===== src/core/bclc_pkg.sv =====
// Purpose: shared constants and types of the current-limit chopper
// Assumes: 10 MHz sys_clk
// Notes: all sizes in one place
package bclc_pkg;

  // register byte offsets
  localparam logic [3:0] OFS_CTRL   = 4'h0;
  localparam logic [3:0] OFS_CFG    = 4'h4;
  localparam logic [3:0] OFS_STATUS = 4'h8;

  // ctrl fields
  localparam int CTRL_MODE_LSB   = 0;
  localparam int CTRL_DEMAG_BIT  = 2;
  localparam int CTRL_RECIRC_LSB = 3;
  // cfg fields
  localparam int CFG_PERIOD_LSB  = 0;
  localparam int CFG_LIMIT_LSB   = 8;
  // status fields
  localparam int STS_STATE_LSB   = 0;
  localparam int STS_LIMIT_LSB   = 8;
  localparam int STS_DUTY_LSB    = 16;
  localparam int STS_SENSE_BIT   = 24;

  // reset values
  localparam logic [1:0] RST_MODE   = 2'h0;
  localparam logic [1:0] RST_RECIRC = 2'h0;
  localparam logic [4:0] RST_PERIOD = 5'h00;
  localparam logic [3:0] RST_LIMIT  = 4'hf;

  // off-time timing
  localparam int CLK_PERIOD_NS  = 100;
  localparam int OFF_BASE_NS    = 20000;
  localparam int OFF_STEP_NS    = 1600;
  localparam int OFF_BASE_CYC   = (OFF_BASE_NS + CLK_PERIOD_NS - 1) / CLK_PERIOD_NS;
  localparam int OFF_STEP_CYC   = (OFF_STEP_NS + CLK_PERIOD_NS - 1) / CLK_PERIOD_NS;
  localparam int TIMER_W        = 16;

  typedef enum logic [1:0] {
    MODE_DIRECT_V   = 2'h0,
    MODE_INDIRECT_V = 2'h1,
    MODE_SPEED      = 2'h2,
    MODE_CURRENT    = 2'h3
  } bclc_mode_t;

  typedef enum logic [3:0] {
    ST_IDLE   = 4'h1,
    ST_DRIVE  = 4'h2,
    ST_RECIRC = 4'h4,
    ST_WAIT   = 4'h8
  } bclc_state_t;

  // bridge command towards the gate driver stage
  typedef struct packed {
    logic drive;
    logic rec_high;
    logic rec_low;
    logic fast;
  } bclc_bridge_t;

  typedef struct packed {
    logic [1:0] mode;
    logic       demag;
    logic [1:0] recirc;
    logic [4:0] period;
    logic [3:0] limit;
  } bclc_cfg_t;

endpackage : bclc_pkg


===== src/core/bclc_chopper.sv =====
// Purpose: fixed off-time current-limit chopper of a three-phase bridge
// Assumes: 10 MHz sys_clk, avalon-mm slave, async pins on pwm and comparator
// Notes: threshold leaves as a 4-bit code, level = (code+1) x 12.5 mV
//
// Summary of operation
// - degauss compensation is enabled only while its control bit is one.
// - indirect voltage and speed modes: off-time equals programmed bridge pwm period.
// - direct voltage mode: bridge pwm follows pwm input, off-time from field.
// - current mode: while limiting, only fixed off-time sets bridge pwm frequency.
// - comparator flags sense above threshold to pwm control logic.
// - current mode: threshold is measured input duty times full-scale threshold.
// - other modes: threshold code is the four-bit limit field.
// - current mode: duty measured to 8 bits, top 4 bits replace limit field.
// - each pwm cycle starts in drive until sensed current reaches threshold.
// - a trip moves bridge to selected recirculation for the fixed off-time.
// - recirc select: 01 high slow, 10 low slow, 00 auto slow, 11 fast.
// - off-time is 20 us plus n times 1.6 us from the clock.
// - a zero field gives the minimum off-time of 20 us.
// - indirect and speed modes: off-time is the fixed pwm period too.
// - auto recirculation: low then high when bemf falls, reverse when rising.
`timescale 1ns/100ps
module bclc_chopper (
  // clock and reset
  input  wire logic                  sys_clk,
  input  wire logic                  rst,
  // avalon-mm slave
  input  wire logic [3:0]            avs_address,
  input  wire logic                  avs_read,
  input  wire logic                  avs_write,
  input  wire logic [31:0]           avs_writedata,
  output logic [31:0]                avs_readdata,
  output logic                       avs_waitrequest,
  // pins
  input  wire logic                  pwm_pin,
  input  wire logic                  sense_over_pin,
  // commutation controller
  input  wire logic                  comm_run,
  input  wire logic                  bemf_falling,
  input  wire logic                  zc_passed,
  input  wire logic [7:0]            speed_duty,
  // to drivers and analog
  output bclc_pkg::bclc_bridge_t     bridge,
  output logic [3:0]                 limit_code,
  output logic                       demag_comp_enable
);

  ////////////////////////////////////////////////////////////////////////
  // declarations

  bclc_pkg::bclc_cfg_t    cfg_ff;
  bclc_pkg::bclc_state_t  state_ff, nxt_state;
  bclc_pkg::bclc_bridge_t bridge_ff, nxt_bridge;
  logic [31:0]            rdata_ff;
  logic                   ack_ff;
  logic                   pwm_s1_ff, pwm_s2_ff, pwm_d_ff;
  logic                   sns_s1_ff, sns_s2_ff;
  logic [3:0]             limit_ff;
  logic [bclc_pkg::TIMER_W-1:0] on_cnt_ff;
  logic [bclc_pkg::TIMER_W+7:0] on_prod;
  logic [bclc_pkg::TIMER_W-1:0] on_len;
  logic [bclc_pkg::TIMER_W-1:0] per_len;
  logic [7:0]             duty;
  logic                   req, wr_go;
  logic                   fixed_mode, direct_mode, current_mode;
  logic                   pwm_rise, pwm_fall;
  logic                   cycle_start, trip, on_over;
  logic                   off_start, off_busy, off_done;
  logic                   per_start, per_busy, per_done;
  logic                   rec_low_auto;

  ////////////////////////////////////////////////////////////////////////
  // avalon slave

  // read data latched in the first cycle, write data and answer one cycle later
  assign req             = avs_read || avs_write;
  assign avs_waitrequest = req && !ack_ff;
  assign wr_go           = avs_write && ack_ff;
  assign avs_readdata    = rdata_ff;

  always_ff @(posedge sys_clk or posedge rst) begin
    if (rst)
      ack_ff <= 1'b0;
    else
      ack_ff <= req && !ack_ff;
  end

  always_ff @(posedge sys_clk or posedge rst) begin
    if (rst) begin
      cfg_ff.mode   <= bclc_pkg::RST_MODE;
      cfg_ff.demag  <= 1'b0;
      cfg_ff.recirc <= bclc_pkg::RST_RECIRC;
      cfg_ff.period <= bclc_pkg::RST_PERIOD;
      cfg_ff.limit  <= bclc_pkg::RST_LIMIT;
    end else if (wr_go) begin
      unique case (avs_address)
        bclc_pkg::OFS_CTRL: begin
          cfg_ff.mode   <= avs_writedata[bclc_pkg::CTRL_MODE_LSB +: 2];
          cfg_ff.demag  <= avs_writedata[bclc_pkg::CTRL_DEMAG_BIT];
          cfg_ff.recirc <= avs_writedata[bclc_pkg::CTRL_RECIRC_LSB +: 2];
        end
        bclc_pkg::OFS_CFG: begin
          cfg_ff.period <= avs_writedata[bclc_pkg::CFG_PERIOD_LSB +: 5];
          cfg_ff.limit  <= avs_writedata[bclc_pkg::CFG_LIMIT_LSB +: 4];
        end
        default: ;
      endcase
    end
  end

  // unmapped addresses read as zero
  always_ff @(posedge sys_clk or posedge rst) begin
    if (rst) begin
      rdata_ff <= 32'h0000_0000;
    end else if (avs_read && !ack_ff) begin
      rdata_ff <= 32'h0000_0000;
      unique case (avs_address)
        bclc_pkg::OFS_CTRL: begin
          rdata_ff[bclc_pkg::CTRL_MODE_LSB +: 2]   <= cfg_ff.mode;
          rdata_ff[bclc_pkg::CTRL_DEMAG_BIT]       <= cfg_ff.demag;
          rdata_ff[bclc_pkg::CTRL_RECIRC_LSB +: 2] <= cfg_ff.recirc;
        end
        bclc_pkg::OFS_CFG: begin
          rdata_ff[bclc_pkg::CFG_PERIOD_LSB +: 5]  <= cfg_ff.period;
          rdata_ff[bclc_pkg::CFG_LIMIT_LSB +: 4]   <= cfg_ff.limit;
        end
        bclc_pkg::OFS_STATUS: begin
          rdata_ff[bclc_pkg::STS_STATE_LSB +: 4]   <= state_ff;
          rdata_ff[bclc_pkg::STS_LIMIT_LSB +: 4]   <= limit_ff;
          rdata_ff[bclc_pkg::STS_DUTY_LSB +: 8]    <= duty;
          rdata_ff[bclc_pkg::STS_SENSE_BIT]        <= sns_s2_ff;
        end
        default: ;
      endcase
    end
  end

  ////////////////////////////////////////////////////////////////////////
  // pin synchronisers

  always_ff @(posedge sys_clk or posedge rst) begin
    if (rst) begin
      pwm_s1_ff <= 1'b0;
      pwm_s2_ff <= 1'b0;
      pwm_d_ff  <= 1'b0;
      sns_s1_ff <= 1'b0;
      sns_s2_ff <= 1'b0;
    end else begin
      pwm_s1_ff <= pwm_pin;
      pwm_s2_ff <= pwm_s1_ff;
      pwm_d_ff  <= pwm_s2_ff;
      sns_s1_ff <= sense_over_pin;
      sns_s2_ff <= sns_s1_ff;
    end
  end

  assign pwm_rise = pwm_s2_ff && !pwm_d_ff;
  assign pwm_fall = !pwm_s2_ff && pwm_d_ff;

  ////////////////////////////////////////////////////////////////////////
  // threshold

  bclc_duty_meter #(
    .CNT_W (bclc_pkg::TIMER_W)
  ) u_duty (
    .sys_clk (sys_clk),
    .rst     (rst),
    .pwm_lvl (pwm_s2_ff),
    .duty    (duty)
  );

  always_ff @(posedge sys_clk or posedge rst) begin
    if (rst)
      limit_ff <= bclc_pkg::RST_LIMIT;
    else if (current_mode)
      limit_ff <= duty[7:4];
    else
      limit_ff <= cfg_ff.limit;
  end

  assign limit_code        = limit_ff;
  assign demag_comp_enable = cfg_ff.demag;

  ////////////////////////////////////////////////////////////////////////
  // timers

  assign fixed_mode   = (cfg_ff.mode == bclc_pkg::MODE_INDIRECT_V) ||
                        (cfg_ff.mode == bclc_pkg::MODE_SPEED);
  assign direct_mode  = (cfg_ff.mode == bclc_pkg::MODE_DIRECT_V);
  assign current_mode = (cfg_ff.mode == bclc_pkg::MODE_CURRENT);

  // comparator output already reaches this logic only through the synchroniser
  assign trip      = sns_s2_ff;
  assign off_start = (state_ff == bclc_pkg::ST_DRIVE) && trip;

  // same field feeds off-time in every mode and the bridge period in indirect and speed modes
  bclc_offtime_timer u_off (
    .sys_clk (sys_clk),
    .rst     (rst),
    .start   (off_start),
    .n_val   (cfg_ff.period),
    .busy    (off_busy),
    .done    (off_done),
    .length  ()
  );

  // free-running bridge period in indirect and speed modes
  assign per_start = fixed_mode && comm_run && (!per_busy || per_done);

  bclc_offtime_timer u_per (
    .sys_clk (sys_clk),
    .rst     (rst),
    .start   (per_start),
    .n_val   (cfg_ff.period),
    .busy    (per_busy),
    .done    (per_done),
    .length  (per_len)
  );

  assign on_prod = per_len * speed_duty;
  assign on_len  = on_prod[bclc_pkg::TIMER_W+7:8];
  assign on_over = fixed_mode && (on_cnt_ff >= on_len);

  always_ff @(posedge sys_clk or posedge rst) begin
    if (rst)
      on_cnt_ff <= '0;
    else if (cycle_start)
      on_cnt_ff <= bclc_pkg::TIMER_W'(1);
    else if (on_cnt_ff != '1)
      on_cnt_ff <= on_cnt_ff + bclc_pkg::TIMER_W'(1);
  end

  ////////////////////////////////////////////////////////////////////////
  // chopper state machine

  always_comb begin
    unique case (cfg_ff.mode)
      bclc_pkg::MODE_DIRECT_V: cycle_start = pwm_rise;
      bclc_pkg::MODE_CURRENT:  cycle_start = 1'b0;
      default:                 cycle_start = per_start;
    endcase
  end

  always_comb begin
    nxt_state = state_ff;
    unique case (state_ff)
      bclc_pkg::ST_IDLE: begin
        if (comm_run)
          nxt_state = bclc_pkg::ST_WAIT;
      end
      bclc_pkg::ST_DRIVE: begin
        if (trip)
          nxt_state = bclc_pkg::ST_RECIRC;
        else if (direct_mode && pwm_fall)
          nxt_state = bclc_pkg::ST_WAIT;
        else if (on_over)
          nxt_state = bclc_pkg::ST_WAIT;
      end
      bclc_pkg::ST_RECIRC: begin
        // input edges within the off-time are ignored
        if (off_done) begin
          if (current_mode || (direct_mode && pwm_s2_ff))
            nxt_state = bclc_pkg::ST_DRIVE;
          else
            nxt_state = bclc_pkg::ST_WAIT;
        end
      end
      bclc_pkg::ST_WAIT: begin
        if (current_mode || cycle_start)
          nxt_state = bclc_pkg::ST_DRIVE;
      end
      default: nxt_state = bclc_pkg::ST_IDLE;
    endcase
    if (!comm_run)
      nxt_state = bclc_pkg::ST_IDLE;
  end

  always_ff @(posedge sys_clk or posedge rst) begin
    if (rst)
      state_ff <= bclc_pkg::ST_IDLE;
    else
      state_ff <= nxt_state;
  end

  ////////////////////////////////////////////////////////////////////////
  // bridge configuration

  // low first on falling bemf, high first on rising bemf
  assign rec_low_auto = bemf_falling ^ zc_passed;

  always_comb begin
    nxt_bridge = '0;
    unique case (nxt_state)
      bclc_pkg::ST_DRIVE: nxt_bridge.drive = 1'b1;
      bclc_pkg::ST_RECIRC,
      bclc_pkg::ST_WAIT: begin
        unique case (cfg_ff.recirc)
          2'h1: nxt_bridge.rec_high = 1'b1;
          2'h2: nxt_bridge.rec_low  = 1'b1;
          2'h3: nxt_bridge.fast     = 1'b1;
          default: begin
            nxt_bridge.rec_low  = rec_low_auto;
            nxt_bridge.rec_high = !rec_low_auto;
          end
        endcase
      end
      default: ;
    endcase
  end

  // outputs from flip-flops so the drivers never see decode glitches
  always_ff @(posedge sys_clk or posedge rst) begin
    if (rst)
      bridge_ff <= '0;
    else
      bridge_ff <= nxt_bridge;
  end

  assign bridge = bridge_ff;

endmodule : bclc_chopper


===== src/core/bclc_duty_meter.sv =====
// Purpose: measures input pwm duty to eight bits
// Assumes: pwm level already synchronised
// Notes: one restoring division per input period
`timescale 1ns/100ps
module bclc_duty_meter #(
  parameter int CNT_W = 16
) (
  // clock and reset
  input  wire logic       sys_clk,
  input  wire logic       rst,
  // input level
  input  wire logic       pwm_lvl,
  // result
  output logic [7:0]      duty
);

  logic             lvl_d_ff;
  logic [CNT_W-1:0] hi_ff, per_ff, num_ff, div_ff;
  logic [CNT_W:0]   rem_ff;
  logic [7:0]       q_ff, duty_ff;
  logic [3:0]       step_ff;
  logic             rise;
  logic [CNT_W:0]   trial;

  assign rise  = pwm_lvl && !lvl_d_ff;
  assign trial = {rem_ff[CNT_W-1:0], 1'b0};
  assign duty  = duty_ff;

  // high and period counts saturate on very slow inputs
  always_ff @(posedge sys_clk or posedge rst) begin
    if (rst) begin
      lvl_d_ff <= 1'b0;
      hi_ff    <= '0;
      per_ff   <= '0;
    end else begin
      lvl_d_ff <= pwm_lvl;
      if (rise) begin
        hi_ff  <= CNT_W'(1);
        per_ff <= CNT_W'(1);
      end else begin
        if (pwm_lvl && hi_ff != '1)
          hi_ff <= hi_ff + CNT_W'(1);
        if (per_ff != '1)
          per_ff <= per_ff + CNT_W'(1);
      end
    end
  end

  always_ff @(posedge sys_clk or posedge rst) begin
    if (rst) begin
      num_ff  <= '0;
      div_ff  <= '0;
      rem_ff  <= '0;
      q_ff    <= '0;
      step_ff <= '0;
      duty_ff <= '0;
    end else if (rise && per_ff != '0) begin
      num_ff  <= hi_ff;
      div_ff  <= per_ff;
      rem_ff  <= {1'b0, hi_ff};
      q_ff    <= '0;
      step_ff <= 4'h8;
    end else if (step_ff != '0) begin
      step_ff <= step_ff - 4'h1;
      if (trial >= {1'b0, div_ff}) begin
        rem_ff <= trial - {1'b0, div_ff};
        q_ff   <= {q_ff[6:0], 1'b1};
      end else begin
        rem_ff <= trial;
        q_ff   <= {q_ff[6:0], 1'b0};
      end
      if (step_ff == 4'h1)
        duty_ff <= (num_ff >= div_ff) ? 8'hff : {q_ff[6:0], trial >= {1'b0, div_ff}};
    end
  end

endmodule : bclc_duty_meter


===== src/core/bclc_offtime_timer.sv =====
// Purpose: one-shot timer of 20 us plus n steps of 1.6 us
// Assumes: start has priority and may retrigger in the done cycle
// Notes: done is a one-cycle pulse at expiry
`timescale 1ns/100ps
module bclc_offtime_timer #(
  parameter int BASE_CYC = bclc_pkg::OFF_BASE_CYC,
  parameter int STEP_CYC = bclc_pkg::OFF_STEP_CYC
) (
  // clock and reset
  input  wire logic                       sys_clk,
  input  wire logic                       rst,
  // control
  input  wire logic                       start,
  input  wire logic [4:0]                 n_val,
  // state
  output logic                            busy,
  output logic                            done,
  output logic [bclc_pkg::TIMER_W-1:0]    length
);

  logic [bclc_pkg::TIMER_W-1:0] cnt_ff;
  logic                         busy_ff;

  // zero field gives the bare base time
  assign length = bclc_pkg::TIMER_W'(BASE_CYC) +
                  bclc_pkg::TIMER_W'(STEP_CYC) * bclc_pkg::TIMER_W'(n_val);
  assign busy   = busy_ff;
  assign done   = busy_ff && (cnt_ff == '0);

  always_ff @(posedge sys_clk or posedge rst) begin
    if (rst) begin
      cnt_ff  <= '0;
      busy_ff <= 1'b0;
    end else if (start) begin
      cnt_ff  <= length - bclc_pkg::TIMER_W'(1);
      busy_ff <= 1'b1;
    end else if (done) begin
      busy_ff <= 1'b0;
    end else if (busy_ff) begin
      cnt_ff  <= cnt_ff - bclc_pkg::TIMER_W'(1);
    end
  end

endmodule : bclc_offtime_timer


===== config.mk =====
export PLATFORM = sky130hd
export DESIGN_NAME = bclc_chopper
export DESIGN_NICKNAME = d
export VERILOG_FILES = /design/src/core/bclc_pkg.sv /design/src/core/bclc_chopper.sv /design/src/core/bclc_duty_meter.sv /design/src/core/bclc_offtime_timer.sv
export SDC_FILE = /design/constraint.sdc
export NUM_CORES = 1
export LEC_CHECK = 0
export ABC_CLOCK_PERIOD_IN_PS = 12100
export BUFFER_PORTS_ARGS = -buffer_cell sky130_fd_sc_hd__clkbuf_2
export CORE_ASPECT_RATIO = 2
export CORE_MARGIN = 2
export CORE_UTILIZATION = 50
export DETAILED_ROUTE_END_ITERATION = 10
export PLACE_DENSITY = 0.72
export SLEW_MARGIN = 0
export SYNTH_ARGS = -nofsm -noshare
export SYNTH_HDL_FRONTEND = slang
export SYNTH_SLANG_ARGS = --single-unit
export TNS_END_PERCENT = 100

===== constraint.sdc =====
create_clock -name sys_clk -period 12.1 [get_ports sys_clk]
set_input_delay 2.42 -clock sys_clk [delete_from_list [all_inputs] [get_ports sys_clk]]
set_output_delay 2.42 -clock sys_clk [all_outputs]
set_load 0.1 [all_outputs]

==> run_results.csv <==
group,metric,value,unit
floorplanning,io_pins,95,
sta,setup_viol,0,
sta,layout_min_cycle_time,8.379,ns
setup_path,crit_buf_inv,3,
setup_path,start_kind,"input port",
floorplanning,rows,81,
final_layout,diodes,0,
sta,final_hold_viol_count,0,
sta,max_freq,0.1194,GHz
cts,cts_buffers,17,
cts,cts_hold_buf,0,
final_layout,mostFrequentLayoutCells,"dfrtp_1, nand2_1, nor2_1",
run_status,status,"completed",
setup_path,critPathMaxStageDelay,0.56,ns
setup_path,r2r_end,"bridge[2]",
route,vias,9260,
route,drc,0,
power,p_leak,6.310,nW
cts,clockBufferDepth,2,
floorplanning,start_util,50.56,%
sta,worst_pin_slew,1.278,ns
yosys,synthFlopType,"dfrtp_1",
global_routing,antenna_found_initial,0,
hold_path,hold_start,"pwm_s1_ff",
final_layout,ff_latch_area,4991,um^2
route,dr.first_iter.drc_count,551,
power,pwr-share-comb,51.5,%
sta,drv_slew,0,
place,dp_hpwl,18790,um
cts,clock_latency,0.45,ns
setup_path,critPathKind,"in2reg",
place,numPortBuffers,57,
setup_path,cp-startpoint,"speed_duty[7]",
global_routing,grt_max_degree,136,
route,viasPerCell,5.698,
yosys,synth_edf_count,0,
hold_path,hold_path_end,"pwm_s2_ff",
route,drt.antenna.violating_nets,0,
route,wl,25670,um
sta,clock_skew,0.01487,ns
cts,h-tree-depth,4,
setup_path,end_kind,"flip-flop",
route,drtPass1Iterations,5,
yosys,async_flop_share,100.0,%
setup_path,arrival,8.69,ns
cts,postCtsSetupBuffers,0,
cts,cts_resized,0,
yosys,synth_area_leader_cell,"dfrtp_1",
yosys,synth_seq_cells,199,
power,peakVddDrop,194.9,uV
final_layout,fin_nets,1497,
sta,min_period_over_period,69.24,%
global_routing,grtUsageTotal,20.88,%
yosys,synth_area,12250,um^2
power,seqPwrFrac,30.2,%
power,powerDensity,247.0,nW/um^2
cts,clk_pin_slew,0.07,ns
cts,clock-sinks,199,
final_layout,final_area,13390,um^2
power,sw_frac_of_total,42.64,%
global_routing,grt-ovfl-total,0,
floorplanning,chipWidth,114.7,um
setup_path,crit_fanout,7,
sta,setup_tns,0,ns
yosys,synth_area_per_cell,9.560,um^2
setup_path,cpLargestDelayFamily,"adder cells",
setup_path,required,12.41,ns
global_routing,first_global_vias,9204,
yosys,yosys_warnings,0,
final_layout,multi_input_area,6769,um^2
global_routing,grt_first_pass_wirelength,43920,um
floorplanning,core,24220,um^2
yosys,syn_inst,1281,
place,place_congestion,0.8424,
final_layout,fillers,2130,
power,power_frac_clock,18.3,%
route,wl_per_cell,15.80,um
setup_path,reg2reg_from,"cfg_ff[6]",
final_layout,drive_above_1_share,11.16,%
floorplanning,dieHeight,225.3,um
sta,rsz0062_at_grt,"false",
hold_path,holdPathStages,0,
setup_path,critPathMostFrequentCell,"fa_1",
yosys,synth_top_area_share,38.82,%
place,postPlaceCellArea,12750,um^2
setup_path,critPathSlowestCell,"fa_1",
power,intPower,0.001897,W
setup_path,ff2ff_path_depth,26,
job,drv_cap,0,
yosys,ys_seq_area_share,40.75,%
cts,cts_tree,"done",
power,p_switching,0.001410,W
final_layout,final_common_cell,"dfrtp_1",
sta,maxSlewHeadroom,14.44,%
cts,clockRootBuffer,"clkbuf_16",
setup_path,rrSetupSlack,4.16,ns
final_layout,area_delta_synth_final,9.297,%
yosys,ys_top_cells_by_area,"dfrtp_1, ha_1, fa_1",
hold_path,worstHoldPathType,"reg2reg",
yosys,ys_types,70,
floorplanning,die_area,25840,um^2
power groups by stage:
stage	combinational [W]	sequential (W)	clock [W]
2_1_floorplan	0.00130	0.00105	0
3_3_place_gp	0.00164	0.00100	0
3_5_place_dp	0.00170	0.00101	0
4_1_cts	0.00172	0.000997	0.000618
5_1_grt	0.00196	0.00102	0.000643
6_report	0.00170	0.000999	0.000606
cells by family after synthesis:
group	synth area share, %
AND/OR/NAND/NOR	18.64
AO/OA/AOI/OAI	12.81
flip-flops	40.75
buffers and inverters	4.546
adder cells (fa/ha/maj)	14.30
XOR/XNOR	4.935
multiplexers	3.984
other	0.03062
area by class of cell:
type | count | share of cell area [%]
Clock buffer | 18 | 3.206
Clock inverter | 14 | 1.570
Inverter | 80 | 2.300
Multi-Input combinational cell | 963 | 50.57
Sequential cell | 199 | 37.29
Tap cell | 290 | 2.711
Timing Repair Buffer | 61 | 2.356
how the worst max path moves through the flow:
stage | endpoint | depth (start not counted)
finish | bridge[2] | 25
detailed placement | bridge[2] | 27
global placement | bridge[2] | 27
floorplan | bridge[2] | 24
global route | bridge[2] | 27
CTS | bridge[2] | 25
worst register-to-register path, stage by stage (launching register included):
cell and delay (ns):
dfrtp_1 0.76, inv_1 0.30, ha_1 0.69, nor2b_1 0.16, fa_1 0.57, fa_1 0.44
fa_1 0.56, inv_1 0.06, fa_1 0.54, inv_1 0.04, ha_1 0.33, a211oi_1 0.21
nor2_1 0.08, or2_2 0.28, o21ai_0 0.30, a21oi_1 0.15, o21a_1 0.22, or2_2 0.31
ha_1 0.30, a21o_1 0.18, a21o_1 0.18, a211o_1 0.28, a2bb2oi_1 0.14, o21ai_0 0.13
a311o_1 0.40, nor2_4 0.14, a211oi_1 0.07
state kept, by name, summed over array words and instances (netlist names), 4 cells and up:
signal and cells:
u_duty.div_ff 16, u_duty.rem_ff 16, u_duty.q_ff 7, u_off.cnt_ff 16, u_duty.per_ff 16, on_cnt_ff 16, u_duty.step_ff 4, cfg_ff 13
state_ff 4, u_duty.num_ff 16, avs_readdata 18, limit_code 4, u_per.cnt_ff 16, bridge 4, u_duty.duty 8, u_duty.hi_ff 16
cells in the mapped netlist, types with 15 or more instances:
master    number
dfrtp_1      190
nand2_1      144
nor2_1       113
o21ai_0       96
ha_1          92
inv_1         80
a21oi_1       40
xor2_1        39
and2_1        32
clkbuf_1      32
nand3_1       31
fa_1          30
mux2_2        30
xnor2_1       30
nor3_1        22
nor2b_1       21
a22oi_1       18
or3_1         18
nand2b_1      16
a21o_1        15
buf_4         15
mux2i_1       15
stage by stage:
step                      std cells  util [%]  power (W)  hold WS [ns]  setup WS (ns)
after CTS                      1625     55.26   0.003331        0.3530          3.725
final                          1625     55.26   0.003307        0.3525          3.721
after detailed placement       1593     52.62   0.002710        0.3363          3.303
after floorplan                1294         -   0.002347        0.3312          3.902
after global placement         1593     52.62   0.002642        0.3338          3.355
after global routing           1625     55.26   0.003628        0.3619          3.288
layer usage:
| metal | vias up | part of all wire (%) | GRT usage (%) |
|---|---|---|---|
| met1 | 4519 | 45 | 28.08 |
| met5 | - | 0 | 0 |
| met4 | 0 | 2.5 | 6.806 |
| li1 | 4502 | - | - |
| met2 | 197 | 48 | 34.11 |
| met3 | 42 | 3.8 | 3.658 |
Note: power is estimated with default switching activity, not from simulation.
